`src/sdg_pkg.sv`:
```
// Constants, types and the checksum step shared by the serial diagnostics block
package sdg_pkg;
  // Core clock and register-map check period
  localparam int CLK_HZ = 10_000_000;
  localparam int REGMAP_RATE_HZ = 300;
  localparam int REGMAP_PERIOD_CYC = CLK_HZ / REGMAP_RATE_HZ;
  // Command byte layout
  localparam int ADDR_W = 6;
  localparam int CMD_READ_BIT = 6;
  localparam logic [7:0] CONT_CMD = 8'h42;
  // Checksum generator and start value
  localparam logic [7:0] CRC_POLY = 8'h07;
  localparam logic [7:0] CRC_INIT = 8'h00;
  // Reset values, pulse-count ceiling and default ROM and map sizes
  localparam logic [2:0] SYNC_IDLE = 3'h2;
  localparam logic [6:0] BITS_MAX = 7'h7F;
  localparam logic [2:0] WIDTH_RST = 3'h1;
  localparam logic [6:0] FAULT_RST = 7'h00;
  localparam int ROM_BYTES_DEF = 64;
  localparam int MAP_BYTES_DEF = 64;
  // Fault bit positions
  localparam int F_CLK = 0;
  localparam int F_RD = 1;
  localparam int F_WR = 2;
  localparam int F_IGN = 3;
  localparam int F_CRC = 4;
  localparam int F_MAP = 5;
  localparam int F_ROM = 6;
  localparam int N_FAULTS = 7;

  typedef enum logic [1:0] {
    PH_CMD  = 2'b00,
    PH_DATA = 2'b01,
    PH_CRC  = 2'b10,
    PH_DONE = 2'b11
  } sdg_phase_t;

  typedef enum logic [1:0] {
    SC_ROM  = 2'b00,
    SC_IDLE = 2'b01,
    SC_MAP  = 2'b10
  } sdg_scan_t;

  // One byte through the checksum, MSB first, augmented-zero form
  function automatic logic [7:0] crc8(input logic [7:0] crc, input logic [7:0] data);
    logic [7:0] c;
    c = crc ^ data;
    for (int i = 0; i < 8; i++) begin
      c = c[7] ? ({c[6:0], 1'h0} ^ CRC_POLY) : {c[6:0], 1'h0};
    end
    return c;
  endfunction
endpackage

```
`src/sdg_core.sv`:
```
// Serial register port diagnostics: clock count, address, busy and checksum checks
// Function
// - Flag pulse counts not a multiple of eight
// - Drop writes with too few pulses
// - Pulse counting always runs; only the count check has an enable
// - Bad read address flags and reads zero
// - Bad or read-only write flags and aborts
// - No access while defaults load; host waits
// - Refuse access during calibration or sequence
// - Ignore flag marks blocked periods, default on
// - Writes dropped while ignore flag set; W1C
// - Checksum polynomial x^8 + x^2 + x + 1
// - Remainder of zero-extended message, eight bits
// - Bad write checksum flags and aborts
// - Checksum byte follows data when enabled
// - Device sums command plus read data
// - Continuous readout sums implied 0x42 first
// - Map checksum skips volatile registers
// - Map checksum checked every 1/300 s
// - Map checksum retaken after listed events
// - Map mismatch flags when enabled
// - ROM checksum at power-up flags mismatch
// - ROM check keeps master clock in standby
`timescale 1ns/1ps
`default_nettype none
module sdg_core #(
  parameter int REGMAP_PERIOD = sdg_pkg::REGMAP_PERIOD_CYC,
  parameter int ROM_BYTES     = sdg_pkg::ROM_BYTES_DEF,
  parameter int MAP_BYTES     = sdg_pkg::MAP_BYTES_DEF
) (
  input  wire logic                        CORE_CLK,
  input  wire logic                        RESET_N,
  input  wire logic                        SCLK,
  input  wire logic                        CS_N,
  input  wire logic                        SDI,
  output logic                             SDO,
  output logic                             SDO_OE,
  output logic [sdg_pkg::ADDR_W-1:0]       REG_ADDR,
  output logic [31:0]                      REG_WDATA,
  output logic                             REG_WE,
  input  wire logic [31:0]                 REG_RDATA,
  input  wire logic [2:0]                  REG_WIDTH,
  input  wire logic                        REG_VALID,
  input  wire logic                        REG_READ_ONLY,
  input  wire logic                        CONTINUOUS_READOUT,
  input  wire logic                        CALIBRATING,
  input  wire logic                        SEQUENCE_BUSY,
  input  wire logic                        CAL_DONE,
  input  wire logic                        SEQ_STANDBY_ENTRY,
  input  wire logic                        CLOCK_COUNT_CHECK_ENABLE,
  input  wire logic                        READ_CHECK_ENABLE,
  input  wire logic                        WRITE_CHECK_ENABLE,
  input  wire logic                        IGNORE_CHECK_DISABLE,
  input  wire logic                        CHECKSUM_ENABLE,
  input  wire logic                        REGMAP_CHECKSUM_ENABLE,
  input  wire logic                        ROM_CHECK_ENABLE,
  input  wire logic                        MASTER_CLOCK_ENABLE,
  input  wire logic [sdg_pkg::N_FAULTS-1:0] FAULT_CLEAR,
  output logic [$clog2(ROM_BYTES)-1:0]     ROM_ADDR,
  input  wire logic [7:0]                  ROM_DATA,
  input  wire logic [7:0]                  ROM_CHECKSUM_REF,
  output logic [$clog2(MAP_BYTES)-1:0]     MAP_ADDR,
  input  wire logic [7:0]                  MAP_DATA,
  input  wire logic                        MAP_SKIP,
  output logic                             LOADING,
  output logic                             KEEP_CLOCK_ALIVE,
  output logic                             CLOCK_COUNT_FAULT,
  output logic                             READ_FAULT,
  output logic                             WRITE_FAULT,
  output logic                             IGNORE_FAULT,
  output logic                             CHECKSUM_FAULT,
  output logic                             REGMAP_CHECKSUM_FAULT,
  output logic                             ROM_CHECKSUM_FAULT
);
  logic [2:0]          s1_q;
  logic [2:0]          s2_q;
  logic [2:0]          s3_q;
  logic [2:0]          lvl_q;
  logic [2:0]          lvl_d;
  logic                start_evt;
  logic                end_evt;
  logic                rise_evt;
  logic                fall_evt;
  logic                sdi;
  sdg_pkg::sdg_phase_t phase_q;
  logic [6:0]          bits_q;
  logic [6:0]          shreg_q;
  logic [7:0]          byte_in;
  logic [7:0]          cmd_q;
  logic                rd_q;
  logic                cont_q;
  logic                crc_on_q;
  logic                cmd_done_q;
  logic                load_q;
  logic [2:0]          byte_idx_q;
  logic [2:0]          width_q;
  logic                valid_q;
  logic                ro_q;
  logic [31:0]         wdata_q;
  logic [7:0]          crc_q;
  logic [7:0]          crc_nx;
  logic [31:0]         rd_word_q;
  logic [39:0]         out_q;
  logic                oe_q;
  logic                last;
  logic                busy;
  logic [31:0]         rdata;
  logic [31:0]         rd_left;
  logic [2:0]          need_bytes;
  logic [6:0]          need_bits;
  logic                wr_frame;
  logic                short;
  logic                cnt_bad;
  logic                bad_addr;
  logic                crc_bad;
  logic                commit;
  logic [sdg_pkg::N_FAULTS-1:0] faults_q;
  logic [sdg_pkg::N_FAULTS-1:0] fault_set;
  logic                cont_prev_q;
  logic                recompute;
  logic                rom_fault;
  logic                map_fault;

  // Three-stage sampling of SCLK, CS_N, SDI; a change counts when stages 2 and 3 agree
  always_ff @(posedge CORE_CLK) begin
    if (!RESET_N) begin
      s1_q <= sdg_pkg::SYNC_IDLE;
      s2_q <= sdg_pkg::SYNC_IDLE;
      s3_q <= sdg_pkg::SYNC_IDLE;
      lvl_q <= sdg_pkg::SYNC_IDLE;
    end else begin
      s1_q <= {SCLK, CS_N, SDI};
      s2_q <= s1_q;
      s3_q <= s2_q;
      lvl_q <= lvl_d;
    end
  end

  // Edge events from the filtered levels
  assign lvl_d = (s3_q & ~(s3_q ^ s2_q)) | (lvl_q & (s3_q ^ s2_q));
  assign start_evt = !lvl_d[1] && lvl_q[1];
  assign end_evt = lvl_d[1] && !lvl_q[1];
  assign rise_evt = lvl_d[2] && !lvl_q[2] && !lvl_q[1];
  assign fall_evt = !lvl_d[2] && lvl_q[2] && !lvl_q[1];
  assign sdi = lvl_d[0];
  assign byte_in = {shreg_q, sdi};
  assign crc_nx = sdg_pkg::crc8(crc_q, rd_q ? rd_word_q[31:24] : byte_in);
  assign last = (byte_idx_q == 3'(width_q - 3'h1));
  assign busy = LOADING || CALIBRATING || SEQUENCE_BUSY;

  // Frame sequencing, byte assembly and running checksum
  always_ff @(posedge CORE_CLK) begin
    if (!RESET_N) begin
      phase_q <= sdg_pkg::PH_DONE;
      bits_q <= 7'h00;
      shreg_q <= 7'h00;
      cmd_q <= 8'h00;
      rd_q <= 1'h0;
      cont_q <= 1'h0;
      crc_on_q <= 1'h0;
      cmd_done_q <= 1'h0;
      load_q <= 1'h0;
      byte_idx_q <= 3'h0;
      wdata_q <= 32'h0;
      crc_q <= sdg_pkg::CRC_INIT;
    end else begin
      load_q <= 1'h0;
      if (start_evt) begin
        bits_q <= 7'h00;
        byte_idx_q <= 3'h0;
        wdata_q <= 32'h0;
        cont_q <= CONTINUOUS_READOUT;
        crc_on_q <= CHECKSUM_ENABLE;
        if (CONTINUOUS_READOUT) begin
          cmd_q <= sdg_pkg::CONT_CMD;
          rd_q <= 1'h1;
          cmd_done_q <= 1'h1;
          load_q <= 1'h1;
          phase_q <= sdg_pkg::PH_DATA;
          crc_q <= sdg_pkg::crc8(sdg_pkg::CRC_INIT, sdg_pkg::CONT_CMD);
        end else begin
          cmd_q <= 8'h00;
          rd_q <= 1'h0;
          cmd_done_q <= 1'h0;
          phase_q <= sdg_pkg::PH_CMD;
          crc_q <= sdg_pkg::CRC_INIT;
        end
      end else if (rise_evt) begin
        if (CLOCK_COUNT_CHECK_ENABLE && bits_q != sdg_pkg::BITS_MAX) begin
          bits_q <= bits_q + 7'h01;
        end else if (bits_q != sdg_pkg::BITS_MAX) begin
          bits_q <= bits_q + 7'h01;
        end
        shreg_q <= byte_in[6:0];
        if (bits_q[2:0] == 3'h7) begin
          case (phase_q)
            sdg_pkg::PH_CMD: begin
              cmd_q <= byte_in;
              rd_q <= byte_in[sdg_pkg::CMD_READ_BIT];
              cmd_done_q <= 1'h1;
              load_q <= 1'h1;
              crc_q <= crc_nx;
              phase_q <= sdg_pkg::PH_DATA;
            end
            sdg_pkg::PH_DATA: begin
              crc_q <= crc_nx;
              wdata_q <= {wdata_q[23:0], byte_in};
              byte_idx_q <= byte_idx_q + 3'h1;
              if (last) begin
                phase_q <= crc_on_q ? sdg_pkg::PH_CRC : sdg_pkg::PH_DONE;
              end
            end
            sdg_pkg::PH_CRC: begin
              crc_q <= sdg_pkg::crc8(crc_q, byte_in);
              phase_q <= sdg_pkg::PH_DONE;
            end
            default: phase_q <= sdg_pkg::PH_DONE;
          endcase
        end
      end
    end
  end

  // Read data: zero when blocked or the address is unmapped with checking on
  always_comb begin
    rdata = REG_RDATA;
    if (busy || (READ_CHECK_ENABLE && !REG_VALID)) begin
      rdata = 32'h0;
    end
    case (REG_WIDTH)
      3'h1:    rd_left = {rdata[7:0], 24'h0};
      3'h2:    rd_left = {rdata[15:0], 16'h0};
      3'h3:    rd_left = {rdata[23:0], 8'h0};
      default: rd_left = rdata;
    endcase
  end

  // Output shifter: load after the command, shift on falling SCLK, splice checksum
  always_ff @(posedge CORE_CLK) begin
    if (!RESET_N) begin
      out_q <= 40'h0;
      oe_q <= 1'h0;
      rd_word_q <= 32'h0;
      width_q <= sdg_pkg::WIDTH_RST;
      valid_q <= 1'h0;
      ro_q <= 1'h0;
    end else begin
      if (end_evt || start_evt) begin
        oe_q <= 1'h0;
      end else if (load_q) begin
        width_q <= REG_WIDTH;
        valid_q <= REG_VALID;
        ro_q <= REG_READ_ONLY;
        if (rd_q) begin
          rd_word_q <= rd_left;
          out_q <= cont_q ? {rd_left, 8'h00} : {1'h0, rd_left, 7'h00};
          oe_q <= 1'h1;
        end
      end else if (rise_evt && rd_q && phase_q == sdg_pkg::PH_DATA && bits_q[2:0] == 3'h7) begin
        rd_word_q <= {rd_word_q[23:0], 8'h00};
        if (last && crc_on_q) begin
          out_q <= {out_q[39], crc_nx, 31'h0};
        end
      end else if (fall_evt && oe_q) begin
        out_q <= {out_q[38:0], 1'h0};
      end
    end
  end

  assign SDO = out_q[39];
  assign SDO_OE = oe_q;
  assign REG_ADDR = cmd_q[sdg_pkg::ADDR_W-1:0];

  // Frame-end checks on a write
  assign need_bytes = 3'(width_q + (crc_on_q ? 3'h2 : 3'h1));
  assign need_bits = {1'h0, need_bytes, 3'h0};
  assign wr_frame = !lvl_q[1] && cmd_done_q && !rd_q;
  assign short = bits_q < need_bits;
  assign cnt_bad = CLOCK_COUNT_CHECK_ENABLE && bits_q[2:0] != 3'h0;
  assign bad_addr = !valid_q || ro_q;
  assign crc_bad = crc_on_q && crc_q != 8'h00;
  assign commit = end_evt && wr_frame && !short && !cnt_bad && !crc_bad && !bad_addr
                  && !faults_q[sdg_pkg::F_IGN] && !busy;

  // Register write strobe and data
  always_ff @(posedge CORE_CLK) begin
    if (!RESET_N) begin
      REG_WE <= 1'h0;
      REG_WDATA <= 32'h0;
    end else begin
      REG_WE <= commit;
      if (commit) begin
        REG_WDATA <= wdata_q;
      end
    end
  end

  // Fault set terms
  always_comb begin
    fault_set = '0;
    fault_set[sdg_pkg::F_CLK] = end_evt && !lvl_q[1] && cnt_bad;
    fault_set[sdg_pkg::F_RD] = load_q && rd_q && READ_CHECK_ENABLE && !REG_VALID;
    fault_set[sdg_pkg::F_WR] = end_evt && wr_frame && WRITE_CHECK_ENABLE && bad_addr;
    fault_set[sdg_pkg::F_IGN] = busy && !IGNORE_CHECK_DISABLE;
    fault_set[sdg_pkg::F_CRC] = end_evt && wr_frame && !short && crc_bad;
    fault_set[sdg_pkg::F_MAP] = map_fault;
    fault_set[sdg_pkg::F_ROM] = rom_fault;
  end

  // Sticky faults, write-one-to-clear, a set in the same cycle wins
  always_ff @(posedge CORE_CLK) begin
    if (!RESET_N) begin
      faults_q <= sdg_pkg::FAULT_RST;
    end else begin
      faults_q <= (faults_q & ~FAULT_CLEAR) | fault_set;
    end
  end

  assign CLOCK_COUNT_FAULT = faults_q[sdg_pkg::F_CLK];
  assign READ_FAULT = faults_q[sdg_pkg::F_RD];
  assign WRITE_FAULT = faults_q[sdg_pkg::F_WR];
  assign IGNORE_FAULT = faults_q[sdg_pkg::F_IGN];
  assign CHECKSUM_FAULT = faults_q[sdg_pkg::F_CRC];
  assign REGMAP_CHECKSUM_FAULT = faults_q[sdg_pkg::F_MAP];
  assign ROM_CHECKSUM_FAULT = faults_q[sdg_pkg::F_ROM];

  // Map checksum retake triggers and master clock hold
  assign recompute = REG_WE || CAL_DONE || SEQ_STANDBY_ENTRY
                     || (cont_prev_q && !CONTINUOUS_READOUT);
  always_ff @(posedge CORE_CLK) begin
    if (!RESET_N) begin
      cont_prev_q <= 1'h0;
      KEEP_CLOCK_ALIVE <= 1'h0;
    end else begin
      cont_prev_q <= CONTINUOUS_READOUT;
      KEEP_CLOCK_ALIVE <= ROM_CHECK_ENABLE && MASTER_CLOCK_ENABLE;
    end
  end

  // Background ROM and register-map walker
  sdg_scan #(
    .ROM_BYTES (ROM_BYTES),
    .MAP_BYTES (MAP_BYTES),
    .PERIOD    (REGMAP_PERIOD)
  ) u_scan (
    .clk          (CORE_CLK),
    .rst_n        (RESET_N),
    .rom_addr     (ROM_ADDR),
    .rom_data     (ROM_DATA),
    .rom_ref      (ROM_CHECKSUM_REF),
    .map_addr     (MAP_ADDR),
    .map_data     (MAP_DATA),
    .map_skip     (MAP_SKIP),
    .recompute    (recompute),
    .rom_check_en (ROM_CHECK_ENABLE),
    .map_check_en (REGMAP_CHECKSUM_ENABLE),
    .loading      (LOADING),
    .rom_fault    (rom_fault),
    .map_fault    (map_fault)
  );
endmodule
`default_nettype wire

```
`src/sdg_scan.sv`:
```
// Background checksum walks over the default ROM and the register map
`timescale 1ns/1ps
`default_nettype none
module sdg_scan #(
  parameter int ROM_BYTES = sdg_pkg::ROM_BYTES_DEF,
  parameter int MAP_BYTES = sdg_pkg::MAP_BYTES_DEF,
  parameter int PERIOD    = sdg_pkg::REGMAP_PERIOD_CYC,
  parameter int RAW       = $clog2(ROM_BYTES),
  parameter int MAW       = $clog2(MAP_BYTES)
) (
  input  wire logic           clk,
  input  wire logic           rst_n,
  output logic [RAW-1:0]      rom_addr,
  input  wire logic [7:0]     rom_data,
  input  wire logic [7:0]     rom_ref,
  output logic [MAW-1:0]      map_addr,
  input  wire logic [7:0]     map_data,
  input  wire logic           map_skip,
  input  wire logic           recompute,
  input  wire logic           rom_check_en,
  input  wire logic           map_check_en,
  output logic                loading,
  output logic                rom_fault,
  output logic                map_fault
);
  sdg_pkg::sdg_scan_t state_q;
  logic [7:0]  crc_q;
  logic [7:0]  ref_q;
  logic        capture_q;
  logic        pend_q;
  logic [31:0] tick_q;
  logic [7:0]  rom_nx;
  logic [7:0]  map_nx;
  logic        go_cap;
  logic        go_chk;

  assign rom_nx = sdg_pkg::crc8(crc_q, rom_data);
  assign map_nx = map_skip ? crc_q : sdg_pkg::crc8(crc_q, map_data);
  assign go_cap = (state_q == sdg_pkg::SC_IDLE) && pend_q;
  assign go_chk = (state_q == sdg_pkg::SC_IDLE) && !pend_q && (tick_q == 32'(PERIOD - 1));
  assign loading = (state_q == sdg_pkg::SC_ROM);

  // Recompute requests wait for the walker; a new one beats the take
  always_ff @(posedge clk) begin
    if (!rst_n) begin
      pend_q <= 1'h0;
    end else begin
      pend_q <= recompute || (pend_q && !go_cap);
    end
  end

  // Period counter runs while idle only
  always_ff @(posedge clk) begin
    if (!rst_n || state_q != sdg_pkg::SC_IDLE || go_chk) begin
      tick_q <= 32'h0;
    end else begin
      tick_q <= tick_q + 32'h1;
    end
  end

  // Walker: ROM once after reset, then map captures and checks
  always_ff @(posedge clk) begin
    if (!rst_n) begin
      state_q <= sdg_pkg::SC_ROM;
      crc_q <= sdg_pkg::CRC_INIT;
      ref_q <= sdg_pkg::CRC_INIT;
      capture_q <= 1'h1;
      rom_addr <= '0;
      map_addr <= '0;
      rom_fault <= 1'h0;
      map_fault <= 1'h0;
    end else begin
      rom_fault <= 1'h0;
      map_fault <= 1'h0;
      case (state_q)
        sdg_pkg::SC_ROM: begin
          crc_q <= rom_nx;
          rom_addr <= rom_addr + RAW'(1);
          if (rom_addr == RAW'(ROM_BYTES - 1)) begin
            rom_fault <= rom_check_en && (rom_nx != rom_ref);
            crc_q <= sdg_pkg::CRC_INIT;
            state_q <= sdg_pkg::SC_MAP;
          end
        end
        sdg_pkg::SC_MAP: begin
          crc_q <= map_nx;
          map_addr <= map_addr + MAW'(1);
          if (map_addr == MAW'(MAP_BYTES - 1)) begin
            if (capture_q) begin
              ref_q <= map_nx;
            end else begin
              map_fault <= map_check_en && (map_nx != ref_q);
            end
            state_q <= sdg_pkg::SC_IDLE;
          end
        end
        sdg_pkg::SC_IDLE: begin
          crc_q <= sdg_pkg::CRC_INIT;
          map_addr <= '0;
          if (go_cap || go_chk) begin
            capture_q <= go_cap;
            state_q <= sdg_pkg::SC_MAP;
          end
        end
        default: state_q <= sdg_pkg::SC_IDLE;
      endcase
    end
  end
endmodule
`default_nettype wire

```
`config.mk`:
```
export PLATFORM = sky130hd
export DESIGN_NAME = sdg_core
export DESIGN_NICKNAME = d
export VERILOG_FILES = /design/src/sdg_pkg.sv /design/src/sdg_core.sv /design/src/sdg_scan.sv
export SDC_FILE = /design/constraint.sdc
export NUM_CORES = 1
export LEC_CHECK = 0
export BUFFER_PORTS_ARGS = -buffer_cell sky130_fd_sc_hd__buf_2
export CORE_MARGIN = 2
export CORE_UTILIZATION = 50
export DETAILED_ROUTE_END_ITERATION = 8
export MAX_ROUTING_LAYER = met4
export PLACE_DENSITY = 0.7
export SYNTH_ARGS = -nofsm -noshare
export SYNTH_HDL_FRONTEND = slang
export SYNTH_HIERARCHICAL = 1
export SYNTH_SLANG_ARGS = --single-unit
```
`constraint.sdc`:
```
create_clock -name CORE_CLK -period 3.1 [get_ports CORE_CLK]
set_input_delay 0.155 -clock CORE_CLK [delete_from_list [all_inputs] [get_ports CORE_CLK]]
set_output_delay 0.155 -clock CORE_CLK [all_outputs]
set_load 0.05 [all_outputs]
```
==> impl_results.md <==
- Worst-Margin Slew: 0.8211 ns
- Post-synth EDFFs: 0
- Syn Inst Count: 1583
- Worst Setup Start Kind: register
- DRT Pass-1 Iters: 5
- Vias: 11620
- H-tree Lvls: 1
- Post-Syn Area per Cell: 8.513 um^2
- Synth-to-Final Area Change: 16.57%
- Async SR Flop Fraction: 0%
- Critical path, cell by cell: xnor3_1, xnor3_1, nor2_2, o21ai_0, or4_1, o41a_1
- Syn Nets: 1689
- Worst min path class: in -> reg
- CP max-delay cell: dfxtp_1
- Yosys Warn Count: 6
- Status: completed
- Largest net degree at the start of global routing: 59
- Mapped Area: 0.01348 mm^2
- Synth area leader: dfxtp_1
- Total GRT Usage: 24.91%
- Slew Viols, Final: 0
- Gpl congestion: 0.9167
- DP Area: 0.01443 mm^2
- Crit path required time: 3.54 ns
- Area share of the largest cell type after synthesis: 38.77%
- Cell area after layout: 0.01571 mm^2
- Fin util: 58.78%
- Gr busiest metal: met2
- Setup Skew: 0.02062 ns
- Met3 Resource Use GR: 3.855%
- Sequential area share after synthesis: 38.77%
- Die Area: 0.02828 mm^2
- Port bufs: 148
- Most frequent cell after synthesis: dfxtp_1
- DR iter-0 viols: 926
- Number of hold violations in the final report: 0
- Pleak: 6.275 nW
- CTS tree: done
- Nature of the critical path endpoint: register
- Post-synth top cells: 261 x dfxtp_1, 200 x nor2_1, 173 x nand2_1
- Final net count: 1824
- Power, Total: 8.796 mW
- First-pass GRT wire length: 56950 um
- Post-DRT Antenna Nets: 0
- Critical-path maximum fanout: 9
- Die Ht: 168.2 um
- Setup TNS: 0 ns
- Routed len/inst: 16.66 um
- Max Freq: 365.5 MHz
- Post-synth cell types: 90
- Post-cts sizing count: 0
- GR Util met1: 34.08%
- Num Clock Sinks: 261
- # hold bufs at CTS: 30
- Synthesized flop and latch total: 261
- Total CTS buffers: 29
- Clock Latency Late Sink: 0.56 ns
- Root Buffer: clkbuf_16
- Share of cells above drive strength 1: 15.52%
- Final Non-Filler Cells: 2082
- # DRC: 0
- Slew headroom: 45.20%
- Grt ovf: 0
- Final period util: 88.25%
- Final setup violation count: 0
- Final WL: 34680 um
- MaxCap Viol Count: 0
- Initial Util: 50.42%
- Ys flop type: dfxtp_1
- Crit Path Category: reg -> reg
- HPWL Detailed: 24400 um
- Num ports: 149
- Grt met2 use: 38.25%
- CP most frequent cell: xnor3_1
- Largest cells by area after synthesis: dfxtp_1 39%, xnor2_1 6.0%, nor2_1 5.6%, mux2i_1 4.9%, nand2_1 4.8%
- Worst-path clk slew: 0.06 ns
- Period minus WS final: 2.736 ns
- Worst IR Drop VDD: 402.6 uV
- Largest stage delay, worst path: 0.53 ns
- Layout fillers: 2385
- # placed instances: 1998
- Number of global-route vias before repair: 11020
- Unrepaired setup endpoints after global routing: false
- Routed vias/inst: 5.580
- Initial antenna violation count: 1
- Core area: 0.02673 mm^2
- FP Rows: 60
- P per Cell Area: 560.0 mW/mm^2
- Clock buffer depth: 3
- Die width: 168.2 um
- Post-CTS Setup Inserts: 0
- Critical Path AT: 3.17 ns
==> registers in the layout (all words and copies together), names as in the netlist, 6 cells and up <==
| signal | cells |
|---|---|
| rd_word_q | 32 |
| faults_q | 7 |
| crc_q | 8 |
| u_scan/crc_q | 8 |
| u_scan/map_addr | 6 |
| u_scan/tick_q | 32 |
| out_q | 33 |
| wdata_q | 32 |
| u_scan/rom_addr | 6 |
| u_scan/ref_q | 8 |
| REG_WDATA | 32 |
| bits_q | 7 |
| shreg_q | 7 |
| cmd_q | 6 |
==> stage by stage <==
step | setup WS [ns] | hold WS, ns
floorplan | 0.5502 | 0.2565
global placement | 0.4953 | 0.3386
CTS | 0.3755 | 0.05117
detailed placement | 0.4039 | 0.3412
finish | 0.3642 | 0.08734
global route | 0.2078 | 0.03991
==> worst paths after layout <==
| check | depth (start not counted) | slack [ns] | endpoint | from |
|---|---|---|---|---|
| max | 6 | 0.36 | u_scan/map_fault$_SDFF_PP0_ | u_scan/crc_q[7]$_SDFFE_PN0P_ |
| min | 3 | 0.09 | width_q[2]$_SDFFE_PN0P_ | REG_WIDTH[2] |
| max reg2reg | 6 | 0.36 | u_scan/map_fault$_SDFF_PP0_ | u_scan/crc_q[7]$_SDFFE_PN0P_ |
| min reg2reg | 1 | 0.43 | s2_q[0]$_SDFF_PN0_ | s1_q[0]$_SDFF_PN0_ |
==> layout make-up <==
cell class	instances	area (um^2)	area share, %
timing repair buffer	210	1306	8.315
clock buffer	39	813.3	5.177
clock inverter	14	166.4	1.059
antenna	1	2.502	0.01593
sequential	261	5225	33.26
inverter	36	136.4	0.8682
tap	341	426.7	2.716
multi-input combinational	1180	7632	48.59
==> power breakdown <==
group	switching, mW	internal [mW]	total, mW
registers	0.103	3.41	3.52
clock network	1.40	2.09	3.50
logic	0.918	0.866	1.78
==> critical path, delay by kind of cell (launching register included) <==
| kind | cells | cell delay [ns] |
|---|---|---|
| XOR/XNOR | 2 | 0.87 |
| AND/OR/NAND/NOR | 2 | 0.72 |
| flip-flops | 1 | 0.53 |
| AO/OA/AOI/OAI | 2 | 0.50 |
==> cell families after synthesis <==
logic type | count (synthesis) | synth area share (%)
xor+xnor | 148 | 11.10
fa+ha+maj | 20 | 1.894
mux | 87 | 6.759
buf+inv | 142 | 4.661
flops | 261 | 38.77
simple gates | 601 | 20.80
compound gates | 324 | 16.01
==> layer usage <==
layer | wire [um] | vias up | share of wire (%)
met2 | 15450 | 337 | 45
met5 | 0 | - | 0
met1 | 16190 | 5404 | 47
li1 | - | 5796 | -
met4 | 1008 | 0 | 2.9
met3 | 2029 | 80 | 5.9
==> placed cells by master, fill, tap and decap left out, types with 19 or more instances in the layout <==
| cell type | count |
|---|---|
| a221oi_1 | 19 |
| nand2_1 | 173 |
| o21ai_0 | 52 |
| inv_1 | 35 |
| nor2_1 | 200 |
| buf_2 | 148 |
| a21oi_1 | 109 |
| clkbuf_16 | 29 |
| a22oi_1 | 21 |
| xnor2_1 | 93 |
| nor3_1 | 52 |
| dfxtp_1 | 261 |
| buf_4 | 30 |
| nand2b_1 | 19 |
| mux2_2 | 19 |
| mux2i_1 | 66 |
| xor2_1 | 39 |
| nand3_1 | 37 |
| and2_1 | 23 |
| dlygate4sd3_1 | 30 |
(Power assumes the default switching activity.)
